<file path="src/hdl/bledc_defs.vh">
`ifndef BLEDC_DEFS_VH
`define BLEDC_DEFS_VH
// ----------------------------------------
// Timing
// ----------------------------------------
`define BLEDC_CLK_HZ 200000000
`define BLEDC_SLOW_HZ 1
`define BLEDC_FAST_HZ 3
// Half periods in clock cycles, 50 percent duty
`define BLEDC_SLOW_HALF (`BLEDC_CLK_HZ / (2 * `BLEDC_SLOW_HZ))
`define BLEDC_FAST_HALF (`BLEDC_CLK_HZ / (2 * `BLEDC_FAST_HZ))
// ----------------------------------------
// Sizes and reset values
// ----------------------------------------
`define BLEDC_FAN_N 8
`define BLEDC_DIMM_N 8
`define BLEDC_POST_W 8
`define BLEDC_POST_RST 8'h00
// Status colour code: bit 0 green, bit 1 amber
`define BLEDC_COL_OFF 2'h0
`define BLEDC_COL_GREEN 2'h1
`define BLEDC_COL_AMBER 2'h2
`endif

</file>
<file path="src/hdl/bledc_indicator.v">
`timescale 1ns/10ps
`include "bledc_defs.vh"

// ----------------------------------------
// Three-stage pin synchroniser
// ----------------------------------------
// Stage one may go metastable, so only stages two and three are compared.
// A level must stand for two edges before it is passed on, which also
// filters single-cycle glitches on the slow sensor pins.
// Output resets low, the idle level of every pin it serves.
module bledc_sync3 (
  input wire clk,
  input wire reset_n,
  input wire d,
  output reg q
);
  reg s1_r;
  reg s2_r;
  reg s3_r;
  // Change accepted once stages two and three agree
  always @(posedge clk) begin
    if (!reset_n) begin
      s1_r <= 1'b0;
      s2_r <= 1'b0;
      s3_r <= 1'b0;
      q <= 1'b0;
    end else begin
      s1_r <= d;
      s2_r <= s1_r;
      s3_r <= s2_r;
      if (s2_r == s3_r) begin
        q <= s3_r;
      end
    end
  end
endmodule // bledc_sync3

module bledc_indicator (
  input wire clk,
  input wire reset_n,
  input wire fatal_fault,
  input wire cpu_catastrophic_error,
  input wire noncrit_fault,
  input wire degraded,
  input wire boot_start,
  input wire bmc_reset_event,
  input wire ctrl_mem_fail,
  input wire boot_images_bad,
  input wire loader_running,
  input wire main_fw_running,
  input wire boot_done,
  input wire post_wr,
  input wire [7:0] post_code,
  input wire [7:0] fan_lc_event,
  input wire fan_rearm,
  input wire dimm_fault_cmd,
  input wire [2:0] dimm_fault_slot,
  input wire sys_powered_on,
  output reg [1:0] status_led,
  output reg identification_led,
  output reg [7:0] post_led,
  output reg [7:0] fan_fault_led,
  output reg [7:0] dimm_fault_led,
  output wire [2:0] boot_state
);
  // ----------------------------------------
  // Input synchronisers
  // ----------------------------------------
  // Fault and fan sensor lines come from pins; firmware strobes are on this clock
  wire fatal_s;
  wire cpu_catastrophic_error_s;
  wire noncrit_s;
  wire degraded_s;
  wire [7:0] fan_s;
  bledc_sync3 u_sync_fatal (
    .clk(clk),
    .reset_n(reset_n),
    .d(fatal_fault),
    .q(fatal_s)
  );
  bledc_sync3 u_sync_cpu_catastrophic_error (
    .clk(clk),
    .reset_n(reset_n),
    .d(cpu_catastrophic_error),
    .q(cpu_catastrophic_error_s)
  );
  bledc_sync3 u_sync_noncrit (
    .clk(clk),
    .reset_n(reset_n),
    .d(noncrit_fault),
    .q(noncrit_s)
  );
  bledc_sync3 u_sync_degr (
    .clk(clk),
    .reset_n(reset_n),
    .d(degraded),
    .q(degraded_s)
  );
  genvar gi;
  generate
    for (gi = 0; gi < `BLEDC_FAN_N; gi = gi + 1) begin : g_fan
      bledc_sync3 u_sync_fan (
        .clk(clk),
        .reset_n(reset_n),
        .d(fan_lc_event[gi]),
        .q(fan_s[gi])
      );
    end
  endgenerate

  // ----------------------------------------
  // Blink dividers
  // ----------------------------------------
  // Half periods are worked out at full integer width, then cut to the
  // counter width on purpose; 28 bits cover the slow half at 200 MHz.
  // A faster clock needs a wider counter, or the divide silently wraps.
  // For simulation the rates in the defs header may be raised.
  localparam integer SLOW_HALF_I = `BLEDC_SLOW_HALF;
  localparam integer FAST_HALF_I = `BLEDC_FAST_HALF;
  localparam [27:0] SLOW_HALF = SLOW_HALF_I[27:0];
  localparam [27:0] FAST_HALF = FAST_HALF_I[27:0];
  reg [27:0] slow_cnt_r;
  reg [27:0] fast_cnt_r;
  reg slow_ph_r;
  reg fast_ph_r;
  // Equal on and off halves give 50 percent duty
  // Both dividers free-run; a phase is never restarted mid-blink
  always @(posedge clk) begin
    if (!reset_n) begin
      slow_cnt_r <= 28'h0000000;
      fast_cnt_r <= 28'h0000000;
      slow_ph_r <= 1'b0;
      fast_ph_r <= 1'b0;
    end else begin
      if (slow_cnt_r == SLOW_HALF - 28'h0000001) begin
        slow_cnt_r <= 28'h0000000;
        slow_ph_r <= ~slow_ph_r;
      end else begin
        slow_cnt_r <= slow_cnt_r + 28'h0000001;
      end
      if (fast_cnt_r == FAST_HALF - 28'h0000001) begin
        fast_cnt_r <= 28'h0000000;
        fast_ph_r <= ~fast_ph_r;
      end else begin
        fast_cnt_r <= fast_cnt_r + 28'h0000001;
      end
    end
  end

  // ----------------------------------------
  // Boot / reset sequence
  // ----------------------------------------
  // One-hot; reset itself stands for supply first applied
  localparam [4:0] ST_LOADER = 5'h01;
  localparam [4:0] ST_MAINFW = 5'h02;
  localparam [4:0] ST_NORMAL = 5'h04;
  localparam [4:0] ST_DEAD = 5'h08;
  localparam [4:0] ST_IDLE = 5'h10;
  // Idle is kept but never entered; reset and illegal codes go straight to the loader
  // stage because supply-on is the first boot. Fail conditions are checked
  // first in every live state, so a bad image cannot be masked by a
  // restart strobe in the same cycle. Restart in turn beats stage advance.
  reg [4:0] state_r;
  reg [4:0] state_nxt;

  // Dead state is sticky: only supply reset leaves it
  always @* begin
    state_nxt = state_r;
    case (state_r)
      ST_DEAD: state_nxt = ST_DEAD;
      ST_IDLE, ST_LOADER, ST_MAINFW, ST_NORMAL: begin
        if (ctrl_mem_fail || boot_images_bad) begin
          state_nxt = ST_DEAD;
        end else if (boot_start || bmc_reset_event) begin
          state_nxt = ST_LOADER;
        end else if (state_r == ST_LOADER && main_fw_running) begin
          state_nxt = ST_MAINFW;
        end else if ((state_r == ST_MAINFW || state_r == ST_LOADER) && boot_done) begin
          state_nxt = ST_NORMAL;
        end else if (state_r == ST_IDLE && loader_running) begin
          state_nxt = ST_LOADER;
        end
      end
      default: state_nxt = ST_LOADER;
    endcase
  end

  always @(posedge clk) begin
    if (!reset_n) begin
      state_r <= ST_LOADER;
    end else begin
      state_r <= state_nxt;
    end
  end

  // Visible stage: normal, main firmware, loader; all low in dead or idle
  assign boot_state = {state_r[2], state_r[1], state_r[0]};

  // ----------------------------------------
  // Status and identification LEDs
  // ----------------------------------------
  reg [1:0] status_nxt;
  reg ident_nxt;
  // Severity order: fatal, non-fatal critical, degraded, healthy
  // Status blinks share the slow divider so green and amber never beat against
  // each other; the cost is that a blink starts wherever the free-running phase stands, on or off.
  // The identification LED is left to the stage; fatal only recolours
  // the status LED.
  always @* begin
    status_nxt = `BLEDC_COL_GREEN;
    ident_nxt = 1'b0;
    case (state_r)
      ST_DEAD: begin
        status_nxt = `BLEDC_COL_AMBER;
        ident_nxt = 1'b1;
      end
      ST_LOADER: begin
        status_nxt = slow_ph_r ? `BLEDC_COL_GREEN : `BLEDC_COL_OFF;
        ident_nxt = fast_ph_r;
      end
      ST_MAINFW: begin
        status_nxt = `BLEDC_COL_GREEN;
        ident_nxt = 1'b1;
      end
      ST_NORMAL, ST_IDLE: begin
        ident_nxt = 1'b0;
        if (noncrit_s) begin
          status_nxt = slow_ph_r ? `BLEDC_COL_AMBER : `BLEDC_COL_OFF;
        end else if (degraded_s) begin
          status_nxt = slow_ph_r ? `BLEDC_COL_GREEN : `BLEDC_COL_OFF;
        end else begin
          status_nxt = `BLEDC_COL_GREEN;
        end
      end
      default: begin
        status_nxt = `BLEDC_COL_GREEN;
        ident_nxt = 1'b0;
      end
    endcase
    // Fatal overrides every other state
    if (fatal_s || cpu_catastrophic_error_s) begin
      status_nxt = `BLEDC_COL_AMBER;
    end
  end

  always @(posedge clk) begin
    if (!reset_n) begin
      status_led <= `BLEDC_COL_OFF;
      identification_led <= 1'b0;
    end else begin
      status_led <= status_nxt;
      identification_led <= ident_nxt;
    end
  end

  // ----------------------------------------
  // POST code, fan and memory fault LEDs
  // ----------------------------------------
  // Slot faults are remembered while the system is off and shown on the
  // next power-on; only reset forgets them, firmware has no clear.
  // The post code is taken whole from one strobe, no byte pairing.
  reg [7:0] dimm_fault_r;
  integer k;
  // Fan set wins over a same-cycle re-arm so no event is lost
  // Re-arm reloads from the live synced levels: a fan still below its
  // limit stays lit rather than flashing off for a cycle.
  always @(posedge clk) begin
    if (!reset_n) begin
      post_led <= `BLEDC_POST_RST;
      fan_fault_led <= 8'h00;
      dimm_fault_r <= 8'h00;
      dimm_fault_led <= 8'h00;
    end else begin
      if (post_wr) begin
        post_led <= post_code;
      end
      if (fan_rearm) begin
        fan_fault_led <= fan_s;
      end else begin
        fan_fault_led <= fan_fault_led | fan_s;
      end
      // Slot faults only set by command, never cleared on our own
      for (k = 0; k < `BLEDC_DIMM_N; k = k + 1) begin
        if (dimm_fault_cmd && dimm_fault_slot == k[2:0]) begin
          dimm_fault_r[k] <= 1'b1;
        end
      end
      dimm_fault_led <= sys_powered_on ? dimm_fault_r : 8'h00;
    end
  end
endmodule // bledc_indicator

</file>
<file path="config.mk">
export PLATFORM = sky130hd
export DESIGN_NAME = bledc_indicator
export DESIGN_NICKNAME = d
export VERILOG_FILES = /design/src/hdl/bledc_indicator.v
export VERILOG_INCLUDE_DIRS = /design/src /design/src/hdl
export SDC_FILE = /design/constraint.sdc
export NUM_CORES = 1
export LEC_CHECK = 0
export ABC_AREA = 1
export BUFFER_PORTS_ARGS = -buffer_cell sky130_fd_sc_hd__buf_2
export CORE_MARGIN = 3
export CORE_UTILIZATION = 58
export CTS_CLUSTER_DIAMETER = 50
export DETAILED_ROUTE_END_ITERATION = 10
export PLACE_DENSITY = 0.87
export REMOVE_ABC_BUFFERS = 1
export SLEW_MARGIN = 20
export SYNTH_ARGS = -nofsm -noshare
export SYNTH_HDL_FRONTEND = slang
export SYNTH_HIERARCHICAL = 1
export SYNTH_SLANG_ARGS = --single-unit
</file>
<file path="constraint.sdc">
create_clock -name clk -period 1.95 [get_ports clk]
set_clock_uncertainty 0.05 [all_clocks]
set_input_delay 0.39 -clock clk [delete_from_list [all_inputs] [get_ports clk]]
set_output_delay 0.39 -clock clk [all_outputs]
set_load 0.05 [all_outputs]
</file>
---- Yosys cells after proc, flatten, opt, wreduce, memory -nomap -nowiden ----
Cells that the tools add are included.
word-level totals
  input bits .............................. 36
  register bits ........................... 146
  logic and storage cells ................. 137
  output and inout port bits .............. 30
operators by class
  mux-type cells .......................... 14
  reductions and logical operators ........ 23
  $add $sub $neg .......................... 2
  equal/unequal tests ..................... 27
  bitwise operators ....................... 4
operator list
  cell                   count
  $add 28x1->28 const B  2
  $eq 28x25->1 const B   1
  $eq 28x27->1 const B   1
  $mux 5                 5
  $eq 1x1->1             12
  $eq 3x3->1 const B     4
  $logic_and 1x1->1      11
  $pmux 5 s2             1
  $reduce_or 2->1        5
  $mux 8                 1
  $or 8x8->8             1
  $eq 3x2->1 const B     2
  $mux 2                 3
  $ne 6x6->1 const B     1
  $pmux 2 s3             1
  $eq 5x1->1 const B     1
  $eq 5x2->1 const B     1
  $eq 5x3->1 const B     1
  $eq 5x4->1 const B     1
  $eq 5x5->1 const B     1
  $logic_or 1x1->1       4
  $reduce_or 4->1        1
  $eq 3x1->1 const B     1
  $logic_not 3->1        1
  4 further kinds        7

---- Longest topological paths before layout ----
  depth after elaboration ................. 8
  mapped depth ............................ 10
  mapped depth without buffers ............ 10

---- Cells and area by module ----
Netlist, hierarchy kept.
modules (own cells, without submodules)
  module           cells an instance  area each (um^2)  sequential area each (um^2)  times used
  bledc_indicator  655                4535.6            1941.9                       1
  bledc_sync3      13                 116.4             80.1                         12

---- Worst setup path after synthesis ----
Ideal clock, no wire load.
  path kind ............................... reg2reg
  from .................................... register fast_cnt_r[0]
  to ...................................... register fast_cnt_r[14]
  setup time .............................. 0.078 ns
  path buffers ............................ 0
  slack ................................... 0.466 ns
  period minus slack after synthesis ...... 1.484 ns
  required time ........................... 1.822 ns
  data arrival time ....................... 1.356 ns
  cell stages (with the launch flop) ...... 10
  cells stage by stage .................... dfxtp_1 ha_1 nand2_2 nor2_4 inv_2 nor2_4 nand2_2 nor2_1 nor2_1 nor3_1
between the ends
  longest elaborated chain between the ends .. 2
  elaborated cells on any way between the ends .. 3
  classes of those cells .................. add/sub (1); eq/ne (1); reduce/logical (1)
RTL lines
  what                                                   RTL line               RTL
  start, declared                                        bledc_indicator.v:123  reg [27:0] fast_cnt_r;
  start signal, assigned                                 bledc_indicator.v:145  fast_cnt_r <= fast_cnt_r + 28'h0000001;
  branches (longest 2 deep; another with $add 28x1->28)  -
Several ways; the timed one is not identified.
A chain may end at the register's enable or synchronous reset.

---- Worst setup path after layout ----
Ends and elaborated chain as after synthesis.

==> run metrics <==
Worst-path clk slew=0.06 ns; setup ws final=about 0.22 ns; setup bufs post-CTS=0; Min-Delay Path Class=input port to flip-flop; initial antenna violation count=0; Area Growth Syn to Fin=19.89%; clock share of power=50.3%; diodes inserted=0; CP Class=flip-flop to flip-flop; CP Launch Type=flip-flop; Sequential Power Share=44.2%; CP peak stage delay=0.41 ns; DIE HEIGHT=107.1 um; Cell Chain, Critical Path=ha_1, nand2_2, nor2_4, inv_2, nor2_4, nand2_2, nor2_1, nor2_1, nor3_1; via count=5414; CTS Buf Count=17; Comb power frac=under 10%; Netlist cell types=29; placed cell count=1001; Cell Count, Final, Fillers Out=1041; remaining global-route overflow=0; All-Layer GR Usage=25.24%; CP arrival=between 2 and 2.5 ns; GP Congestion=0.9093; Post-DRT Antenna Nets=0; Bufs on Longest Clock Path=2; power density cells=between 900 and 1000 nW/um2; pre-CTS setup slack=0.2882 ns; required time of the critical path=2.35 ns; DIE AREA=11480 um2; post-DP HPWL=8482 um; core area=9864 um2; PortBufs=between 60 and 70; vias per cell=5.201; Final Hold Fails=0; sequential fraction of the synthesis area=48.93%; syn_area_per_cell=7.314 um2; TNS Setup=0 ns; pins over their slew limit=0; worst-margin pin slew=roughly 0.4 ns; WL/cell=13.28 um; # DRC=0; NetSw=about 0.0016 W; Slew Limit Headroom=72.64%; fin crit period=1.735 ns; clk_lat worst skew=0.53 ns; RSZ-0062 raised after global routing=false; CTS HTree Levels=4; Resized cells post-CTS=0; layout cells sized above 1=13.88%; Yosys Warn Count=6; Clock Sinks=145; Synth Register Bits=145; Hold-fix buffers, CTS=8; cell family with most CP delay=simple AND/OR/NAND/NOR gates; Pint=0.005412 W; final WL=13830 um; Die X=107.1 um; root buffer selected by CTS=clkbuf_8; Fmax=576.4 MHz; CTS tree=built; Lkg Pwr=2.943 nW; io pins=66; Initial Utilization=60.13%; first-pass GRT wire length=roughly 23000 um; Post-Synthesis Cells=811; Final Util=72.10%; largest net degree at the start of global routing=48; DRT iter0 DRCs=492; Initial DRT Pass Iterations=5; vias in the first global route=5313; part of the cycle the worst path needs=88.97%; CP max stage cell=dfxtp_1; Max Cap Viol=0; area of the mapped netlist=approximately 5900 um2; Buffers & Inverters on Critical Path=1; status=finished, final reports clean; # nets final=934; Fillers=684; switch share=22.27%; critical path endpoint category=flip-flop; VDD IR max=around 840 uV; Worst Hold Slack=0.01613 ns; crit-path max FO=6; Final setup viols=0; row count=36
==> logic make-up after synthesis <==
kind of cell / after synthesis / share of synthesized area [%]
simple gates: 427 / 31.28
flops: 145 / 48.93
buf+inv: 126 / 8.669
compound gates: 92 / 7.825
xor+xnor: 18 / 2.658
fa+ha+maj: 3 / 0.6328
==> Yosys cell counts, drive strengths merged <==
master,number,area share (%)
xor2,13,1.9
o21ai,25,2.1
nor3,31,3.2
inv,115,7.3
nor2,140,9.7
nand3b,9,1.1
nand3,34,2.9
nand2,200,13
nor3b,1,0.13
dfxtp,145,49
or2,4,0.42
and3,1,0.11
clkbuf,4,0.25
a21oi,64,5.4
a31oi,3,0.32
nand4,7,0.74
ha,3,0.63
xnor2,5,0.74
buf,7,1.1
==> worst paths after layout <==
path / startpoint / endpoint / slack (ns) / cells after the start
hold / removal: fan_lc_event[0] / g_fan[0].u_sync_fan/s1_r$_SDFF_PN0_ / 0.02 / 3
setup / recovery: fast_cnt_r[0]$_SDFF_PP0_ / fast_cnt_r[14]$_SDFF_PP0_ / 0.22 / 9
setup reg to reg: fast_cnt_r[0]$_SDFF_PP0_ / fast_cnt_r[14]$_SDFF_PP0_ / 0.22 / 9
hold reg to reg: g_fan[6].u_sync_fan/s1_r$_SDFF_PN0_ / g_fan[6].u_sync_fan/s2_r$_SDFF_PN0_ / 0.36 / 2
==> layer usage <==
layer | GRT usage, % | routed length (um) | vias up
met5 | 0 | 0 | -
met4 | 13.33 | 510 | 0
met3 | 5.178 | 703 | 52
met2 | 43.57 | 6869 | 171
met1 | 29.33 | 5745 | 2483
li1 | - | - | 2708
==> cell usage in the layout, fill, tap and decap left out, types with 3 or more instances in the layout <==
master	instances
a21oi_1	64
a31oi_1	3
buf_2	64
bufinv_16	5
clkbuf_16	16
dfxtp_1	145
dlygate4sd3_1	8
ha_1	3
inv_1	110
inv_2	5
nand2_1	194
nand2_2	5
nand3_1	34
nand3b_1	9
nand4_1	7
nor2_1	131
nor2_2	4
nor2_4	5
nor3_1	25
nor3_2	5
o21ai_0	13
o21ai_1	12
xnor2_1	5
xor2_1	13
==> area by class of cell <==
cell class	count	area, um2	share of cell area (%)
Multi-Input combinational cell	540	2515	35.36
Timing Repair Buffer	76	455.4	6.404
Tap cell	133	166.4	2.340
Inverter	115	431.7	6.070
Clock inverter	12	205.2	2.885
Clock buffer	20	435.4	6.122
Sequential cell	145	2903	40.82
==> through the flow <==
| stage | power, W | area [um2] |
|---|---|---|
| 2_1_floorplan | 0.003360 | 5849 |
| 3_3_place_gp | 0.003485 | 6391 |
| 3_5_place_dp | 0.003495 | 6391 |
| 4_1_cts | 0.006977 | 7112 |
| 5_1_grt | 0.007141 | 7112 |
| 6_report | 0.006963 | 7112 |
==> worst min-delay path, delay by kind of cell <==
kind	cells	cell delay [ns]
buffers and inverters	2	0.13
AND/OR/NAND/NOR	1	0.05
==> power by group through the flow <==
stage                     Combinational [W]  Clock, W  Sequential (W)
after detailed placement           0.000358         0         0.00314
after CTS                          0.000383   0.00352         0.00307
after global routing               0.000423   0.00363         0.00308
final                              0.000385   0.00350         0.00308
after global placement             0.000350         0         0.00313
after floorplan                    0.000150         0         0.00321
==> sequential cells by signal, summed over array words and instances (netlist names), 2 cells and up <==
signal,flops
fast_cnt_r,28
fan_fault_led,8
g_fan.u_sync_fan/s2_r,8
slow_cnt_r,28
dimm_fault_led,8
dimm_fault_r,8
g_fan.u_sync_fan/s1_r,8
state_r,4
post_led,8
status_led,2
g_fan.u_sync_fan/s3_r,8
g_fan.u_sync_fan/q,8
No activity file was read; power rests on OpenSTA's default activity.
